### src/pkg/dmc_pkg.sv
// constants and types for the debug message channel
package dmc_pkg;
   // register bus geometry
   localparam int unsigned ADDR_WIDTH = 4;
   localparam int unsigned DATA_WIDTH = 32;
   localparam int unsigned MSG_WIDTH = 8;
   localparam int unsigned FIFO_DEPTH = 32;

   // byte offsets of the register words
   localparam logic [3:0] OFF_MESSAGE = 4'h0;
   localparam logic [3:0] OFF_STATUS = 4'h4;
   localparam logic [3:0] OFF_CONTROL = 4'h8;

   // field positions
   localparam int unsigned DIRTY_BIT = 7;
   localparam int unsigned CTRL_STREAM_BIT = 0;

   // reset values
   localparam logic [7:0] MESSAGE_RESET = 8'h00;
   localparam logic [7:0] IO_SHARED_RESET = 8'h00;
   localparam logic CTRL_STREAM_RESET = 1'b1;
   localparam logic [31:0] UNMAPPED_READ = 32'h0000_0000;

   // bus slave states
   typedef enum logic [0:0] {
      DMC_IDLE = 1'b0,
      DMC_ACK = 1'b1
   } dmc_bus_state_t;

   // one register request as the master presents it
   typedef struct packed {
      logic [3:0] addr;
      logic read;
      logic write;
      logic [31:0] wdata;
   } dmc_req_t;

   // status word layout
   typedef struct packed {
      logic [26:0] zero;
      logic route;
      logic fuse;
      logic full;
      logic nonempty;
      logic dirty;
   } dmc_status_t;
endpackage : dmc_pkg

### src/design/dmc_fifo.sv
// fifo with registered output stage
`timescale 1ns/100ps
module dmc_fifo #(
   parameter int unsigned WIDTH = 8,
   parameter int unsigned DEPTH = 32
) (
   input wire logic clock,
   input wire logic reset,
   input wire logic in_valid,
   output logic in_ready,
   input wire logic [WIDTH-1:0] in_data,
   output logic out_valid,
   input wire logic out_ready,
   output logic [WIDTH-1:0] out_data
);
   localparam int unsigned AW = $clog2(DEPTH);
   localparam logic [AW:0] FULL_COUNT = (AW+1)'(DEPTH);

   logic [WIDTH-1:0] mem [DEPTH];
   logic [AW-1:0] wr_ptr_reg;
   logic [AW-1:0] rd_ptr_reg;
   logic [AW:0] count_reg;
   logic push;
   logic pop;

   assign in_ready = count_reg != FULL_COUNT;
   assign push = in_valid && in_ready;
   // refill the output stage when it is free or being taken
   assign pop = (count_reg != '0) && (!out_valid || out_ready);

   always_ff @(posedge clock) begin
      if (push) begin
         mem[wr_ptr_reg] <= in_data;
      end
   end

   always_ff @(posedge clock) begin
      if (reset) begin
         wr_ptr_reg <= '0;
         rd_ptr_reg <= '0;
         count_reg <= '0;
         out_valid <= 1'b0;
         out_data <= '0;
      end else begin
         wr_ptr_reg <= push ? wr_ptr_reg + 1'b1 : wr_ptr_reg;
         rd_ptr_reg <= pop ? rd_ptr_reg + 1'b1 : rd_ptr_reg;
         count_reg <= count_reg + (AW+1)'(push) - (AW+1)'(pop);
         if (pop) begin
            out_valid <= 1'b1;
            out_data <= mem[rd_ptr_reg];
         end else if (out_ready) begin
            out_valid <= 1'b0;
         end
      end
   end
endmodule : dmc_fifo

### src/design/dmc_sticky_flag.sv
// sticky flag with set over clear priority
`timescale 1ns/100ps
module dmc_sticky_flag (
   input wire logic clock,
   input wire logic reset,
   input wire logic set,
   input wire logic clear,
   output logic q
);
   logic q_next;

   // a set in the clearing cycle is kept
   assign q_next = set ? 1'b1 : (clear ? 1'b0 : q);

   always_ff @(posedge clock) begin
      if (reset) begin
         q <= 1'b0;
      end else begin
         q <= q_next;
      end
   end
endmodule : dmc_sticky_flag

### src/design/dmc_top.sv
// debug message channel with avalon-mm register slave
// Functional notes
// - A cpu write to the message register stores the byte for the debugger to fetch.
// - Every cpu write to the message register sets the dirty flag at that same edge.
// - A cpu read of the message register gives its low seven bits with the dirty flag on top.
// - The shared address reaches the message register only with fuse and grant, else the io register.
//
// The implementer's own choices: the address map and the Avalon-MM slave port.
`timescale 1ns/100ps
module dmc_top (
   input wire logic clock,
   input wire logic reset,
   input wire logic [3:0] avs_address,
   input wire logic avs_read,
   input wire logic avs_write,
   input wire logic [31:0] avs_writedata,
   output logic [31:0] avs_readdata,
   output logic avs_waitrequest,
   input wire logic debug_enable_fuse,
   input wire logic dbg_grant,
   input wire logic dbg_clear,
   output logic [7:0] dbg_message,
   output logic debug_data_dirty_flag,
   output logic dbg_stream_valid,
   input wire logic dbg_stream_ready,
   output logic [7:0] dbg_stream_data,
   output logic [7:0] io_shared_out
);
   dmc_pkg::dmc_req_t req;
   dmc_pkg::dmc_bus_state_t state_reg;
   dmc_pkg::dmc_bus_state_t state_next;
   dmc_pkg::dmc_status_t status_word;

   logic [7:0] debug_message_register;
   logic [7:0] io_shared_reg;
   logic ctrl_stream_reg;
   logic route_latched_reg;
   logic waitrequest_reg;
   logic [31:0] readdata_reg;
   logic [31:0] readdata_next;

   logic is_idle;
   logic sel_message;
   logic sel_status;
   logic sel_control;
   logic route_debug;
   logic to_message;
   logic push_needed;
   logic can_ack;
   logic accept;
   logic commit;
   logic wr_commit;
   logic msg_wr;
   logic io_wr;
   logic ctrl_wr;
   logic dirty_q;
   logic fifo_in_ready;
   logic fifo_push;
   logic [31:0] message_word;
   logic [31:0] control_word;

   // request as one bundle
   assign req = '{
      addr: avs_address,
      read: avs_read,
      write: avs_write,
      wdata: avs_writedata
   };

   // address decode
   assign is_idle = state_reg == dmc_pkg::DMC_IDLE;
   assign sel_message = req.addr == dmc_pkg::OFF_MESSAGE;
   assign sel_status = req.addr == dmc_pkg::OFF_STATUS;
   assign sel_control = req.addr == dmc_pkg::OFF_CONTROL;

   // message register only with fuse and debugger grant
   assign route_debug = debug_enable_fuse && dbg_grant;
   assign to_message = sel_message && route_debug;

   // a streamed message waits for room in the fifo
   assign push_needed = to_message && req.write && ctrl_stream_reg;
   assign can_ack = !push_needed || fifo_in_ready;
   assign accept = is_idle && (req.read || req.write) && can_ack;

   // master holds the request until it sees waitrequest low
   assign commit = state_reg == dmc_pkg::DMC_ACK;
   assign wr_commit = commit && req.write;
   assign msg_wr = wr_commit && sel_message && route_latched_reg;
   assign io_wr = wr_commit && sel_message && !route_latched_reg;
   assign ctrl_wr = wr_commit && sel_control;
   assign fifo_push = msg_wr && ctrl_stream_reg;

   // read views
   assign message_word = {24'h00_0000, dirty_q, debug_message_register[6:0]};
   assign control_word = {31'h0000_0000, ctrl_stream_reg};
   assign status_word = '{
      zero: '0,
      route: route_debug,
      fuse: debug_enable_fuse,
      full: !fifo_in_ready,
      nonempty: dbg_stream_valid,
      dirty: dirty_q
   };

   // read data mux
   assign readdata_next = !accept ? readdata_reg :
      !req.read ? dmc_pkg::UNMAPPED_READ :
      to_message ? message_word :
      sel_message ? {24'h00_0000, io_shared_reg} :
      sel_status ? 32'(status_word) :
      sel_control ? control_word :
      dmc_pkg::UNMAPPED_READ;

   // one request in flight, released one edge after it was taken
   assign state_next = accept ? dmc_pkg::DMC_ACK : dmc_pkg::DMC_IDLE;

   always_ff @(posedge clock) begin
      if (reset) begin
         state_reg <= dmc_pkg::DMC_IDLE;
         waitrequest_reg <= 1'b1;
         readdata_reg <= dmc_pkg::UNMAPPED_READ;
         route_latched_reg <= 1'b0;
      end else begin
         state_reg <= state_next;
         waitrequest_reg <= !accept;
         readdata_reg <= readdata_next;
         route_latched_reg <= accept ? route_debug : route_latched_reg;
      end
   end

   // message byte capture
   always_ff @(posedge clock) begin
      if (reset) begin
         debug_message_register <= dmc_pkg::MESSAGE_RESET;
      end else if (msg_wr) begin
         debug_message_register <= req.wdata[7:0];
      end
   end

   // ordinary io register behind the shared address
   always_ff @(posedge clock) begin
      if (reset) begin
         io_shared_reg <= dmc_pkg::IO_SHARED_RESET;
      end else if (io_wr) begin
         io_shared_reg <= req.wdata[7:0];
      end
   end

   // control: streaming of messages into the fifo
   always_ff @(posedge clock) begin
      if (reset) begin
         ctrl_stream_reg <= dmc_pkg::CTRL_STREAM_RESET;
      end else if (ctrl_wr) begin
         ctrl_stream_reg <= req.wdata[dmc_pkg::CTRL_STREAM_BIT];
      end
   end

   // dirty flag, set by cpu write, cleared by debugger
   dmc_sticky_flag u_dirty (
      .clock(clock),
      .reset(reset),
      .set(msg_wr),
      .clear(dbg_clear),
      .q(dirty_q)
   );

   // message stream towards the debugger
   dmc_fifo #(
      .WIDTH(dmc_pkg::MSG_WIDTH),
      .DEPTH(dmc_pkg::FIFO_DEPTH)
   ) u_fifo (
      .clock(clock),
      .reset(reset),
      .in_valid(fifo_push),
      .in_ready(fifo_in_ready),
      .in_data(req.wdata[7:0]),
      .out_valid(dbg_stream_valid),
      .out_ready(dbg_stream_ready),
      .out_data(dbg_stream_data)
   );

   assign avs_readdata = readdata_reg;
   assign avs_waitrequest = waitrequest_reg;
   assign dbg_message = debug_message_register;
   assign debug_data_dirty_flag = dirty_q;
   assign io_shared_out = io_shared_reg;
endmodule : dmc_top

### config.mk
export PLATFORM = sky130hd
export DESIGN_NAME = dmc_top
export DESIGN_NICKNAME = d
export VERILOG_FILES = /design/src/pkg/dmc_pkg.sv /design/src/design/dmc_fifo.sv /design/src/design/dmc_sticky_flag.sv /design/src/design/dmc_top.sv
export SDC_FILE = /design/constraint.sdc
export NUM_CORES = 1
export LEC_CHECK = 0
export ABC_AREA = 1
export BUFFER_PORTS_ARGS = -buffer_cell sky130_fd_sc_hd__buf_2
export CORE_ASPECT_RATIO = 0.7
export CORE_MARGIN = 3
export CORE_UTILIZATION = 55
export CTS_CLUSTER_SIZE = 25
export DETAILED_ROUTE_END_ITERATION = 8
export GPL_TIMING_DRIVEN = 0
export PLACE_DENSITY = 0.73
export SKIP_LAST_GASP = 1
export SYNTH_ARGS = -nofsm -noshare
export SYNTH_HDL_FRONTEND = slang
export SYNTH_SLANG_ARGS = --single-unit
### constraint.sdc
create_clock -name clock -period 7.2 [get_ports clock]
set_input_delay 1.08 -clock clock [delete_from_list [all_inputs] [get_ports clock]]
set_output_delay 1.08 -clock clock [all_outputs]
set_load 0.02 [all_outputs]
==> summary.md <==
| Metric | Value |
|---|---|
| Initial antenna violation count | `0` |
| Pins Over Slew Limit | `0` |
| Synth top cells by count | `392 x nand2_1, 256 x edfxtp_1, 163 x nand3_1, 146 x inv_1, 115 x nor2_1` |
| Required @ worst endpoint | `7670 ps` |
| Port bufs | `53` |
| Max incr delay on CP | `400 ps` |
| Area leader, netlist | `edfxtp_1` |
| Synth top area cells | `edfxtp_1 57%, nand2_1 11%, dfxtp_1 8.1%` |
| Post-Syn Instances | `about 1.4k` |
| Clk Latency, worst-skew pair | `550 ps` |
| Nets | `1521` |
| Clock transition at the registers of the reported paths | `roughly 70 ps` |
| Register area share after synthesis | `65.3%` |
| Max FFs per register | `256` |
| Detailed-route DRC error count | `0` |
| Core area | `23800 um2` |
| Min-Delay Path Class | `reg -> reg` |
| RSZ-0062 raised after global routing | `false` |
| CP top delay family | `adder cells` |
| Synth top area share | `57.3%` |
| CTS tree | `yes` |
| HPWL after DPL | `22.6 mm` |
| Worst setup SP type | `input pin` |
| Die Area | `26300 um2` |
| Crit share post-route | `roughly 43%` |
| Die Span Y | `approximately 140 um` |
| Slew headroom | `18.2%` |
| FP Rows | `47` |
| Ports | `a little over 100` |
| Total net switching power | `1.52 mW` |
| Mapped cell area | `13400 um2` |
| Grt ovf | `0` |
| Final WL | `33.7 mm` |
| Die Width | `193 um` |
| Nature of the critical path endpoint | `register` |
| Total CTS buffers | `28` |
| Final setup viols | `0` |
| Setup total negative slack | `0 ps` |
| Pre-Repair DR Iteration Count | `5` |
| Setup repair bufs after CTS | `0` |
| Hold_buf cts | `0` |
| Met3 Usage GRT | `under 10%` |
| Maxcap violations | `0` |
| H-tree depth | `1` |
| Setup Crit Path Kind | `in -> reg` |
| Grt met2 use | `a little under two fifths` |
| Clock power frac | `30.7%` |
| Avg WL per Cell | `18.7 um` |
| Worst slew pin tran | `1220 ps` |
| Antenna fix cells | `0` |
| Max clock buf depth | `3` |
| Number of flops mapped to enable cells by yosys | `between 200 and 300` |
| Area grow syn2layout | `12.1%` |
| Crit path DAT | `3600 ps` |
| Leak pwr | `6.27 nW` |
| Clock Skews | `between 20 and 25 ps` |
| Effective utilization at floorplan | `56.4%` |
| Synth Flop Type | `edfxtp_1` |
| Vias | `9796` |
| Fmax | `320 MHz` |
| Busiest grt layer | `met1` |
| Crit path buf inv count | `5` |
| Placer Congestion | `about 0.94` |
| Cell variety after synth | `30` |
| Outcome | `completed` |
| Clock tree sinks | `310` |
| Largest register by flop count | `u_fifo.mem` |
| First-pass GRT wire length | `~51 mm` |
| Worst-path fanout max | `10` |
| Largest net degree at the start of global routing | `35` |
| Final min period | `3130 ps` |
| Hold Violations, Final | `0` |
| Final Util | `63.2%` |
| Clock root buffer | `clkbuf_16` |
| P_int | `a little over 3 mW` |
| Syn Area/Cell | `9.91 um2` |
| Most numerous cell in the Yosys netlist | `nand2_1` |
| Synth warn | `0` |
| Seq pwr share | `43.4%` |
| Vias in the first global route | `8966` |
| Slowest cell on the critical path | `fa_1` |
| Async SR Flop Fraction | `0%` |
| Number of synthesized register bits | `between 300 and 400` |
| VDD IR max | `around 210 uV` |
| Vias per inst | `5.44` |
| Initial drt markers | `~1.2k` |
| Cts repair resizes | `0` |
| Sw frac | `32.8%` |
| Met1 Resource Use GR | `39.6%` |
| Global Route Usage Sum | `25.7%` |
| Power share of the combinational group | `around a quarter` |
| Worst-path cell chain | `buf_2 > or2_2 > nand2_1 > inv_1 > clkbuf_1 > ha_1 > inv_1 > ha_1 > fa_1 > nand2_1 > inv_1 > nor2_1 > nor2_1 > nor2_1 > o21ai_0 > a21oi_1` |
| P per Cell Area | `308 nW/um2` |
| Routed Antenna Nets | `0` |
| Share of layout cells above drive strength 1 | `11.8%` |
## cells by family (layout without fill, tap and decap cells)
logic type / after synthesis / after routing / share of synthesized area, %
buffers and inverters: 235 / 341 / 7.84
AOI/OAI and AO/OA: 99 / 99 / 3.77
and+or+nand+nor: 694 / 694 / 21.6
DFF: 310 / 310 / 65.3
adders and majority gates: 15 / 15 / 1.45
other: 1 / 24 / 0.0279
## power by group through the flow
stage | Sequential, mW | Clock, mW | Combinational [mW]
finish | 2.01 | 1.42 | 1.20
global route | 2.01 | 1.51 | 1.32
CTS | 2.01 | 1.43 | 1.17
detailed placement | 2.05 | 0 | 1.16
global placement | 2.04 | 0 | 1.14
floorplan | 2.07 | 0 | 0.744
## placed cells by master, fill, tap and decap left out, types with 2 or more instances in the layout
cell         n
ha_1        14
buf_4       31
nor2_2       2
clkbuf_8     3
a21oi_1     46
clkbuf_1    22
nand3_1    163
buf_2       93
inv_1      146
conb_1      24
clkinv_1     8
nor2_1     115
dfxtp_1     54
nand4_1      7
edfxtp_1   256
o22ai_1      2
o21ai_0     48
clkinv_2     3
nor3_1       6
nand2_1    392
nand2_4      2
clkbuf_16   28
nor2_4       3
o221ai_1     2
## layer usage
metal  part of all wire [%]  wire [um]
met1                     43      14500
met3                     12       3930
met5                      0          0
met2                     42      14300
met4                    2.7        927
## through the flow
step	worst slack, ps	cell area (um2)	total power [mW]	hold slack, ps	cells
final	4070	15000	4.63	460	1801
after global routing	3830	15000	4.84	482	1801
after CTS	4120	15000	4.61	460	1800
after detailed placement	3560	14200	3.21	448	1749
after global placement	3580	14200	3.18	437	1748
after floorplan	4000	13500	2.82	484	1377
## cell type report
type                    instances  area (um2)
plain buffers                  84         480
clock inverters                11        85.1
inverters                     151         572
flip-flops and latches        310        8770
clock buffers                  40         776
repair buffers                 55         278
well taps                     318         398
fillers                      1897        8770
multi-input cells             832        3690
## tightest hold or removal path, cell delays in order, from the launching register on
cell and delay [ps]:
dfxtp_1 310, nand2_1 60, nand2_1 40
## worst paths after layout
check | startpoint | end | slack (ps) | cells past startpoint
min reg2reg | avs_readdata[7] | avs_readdata[7] | 460 | 2
max reg2reg | u_fifo.out_valid | u_fifo.count_reg[4] | 4270 | 16
min | avs_readdata[7] | avs_readdata[7] | 460 | 2
max | dbg_stream_ready | u_fifo.count_reg[4] | 4070 | 16
Power figures use the tool's default switching activity.
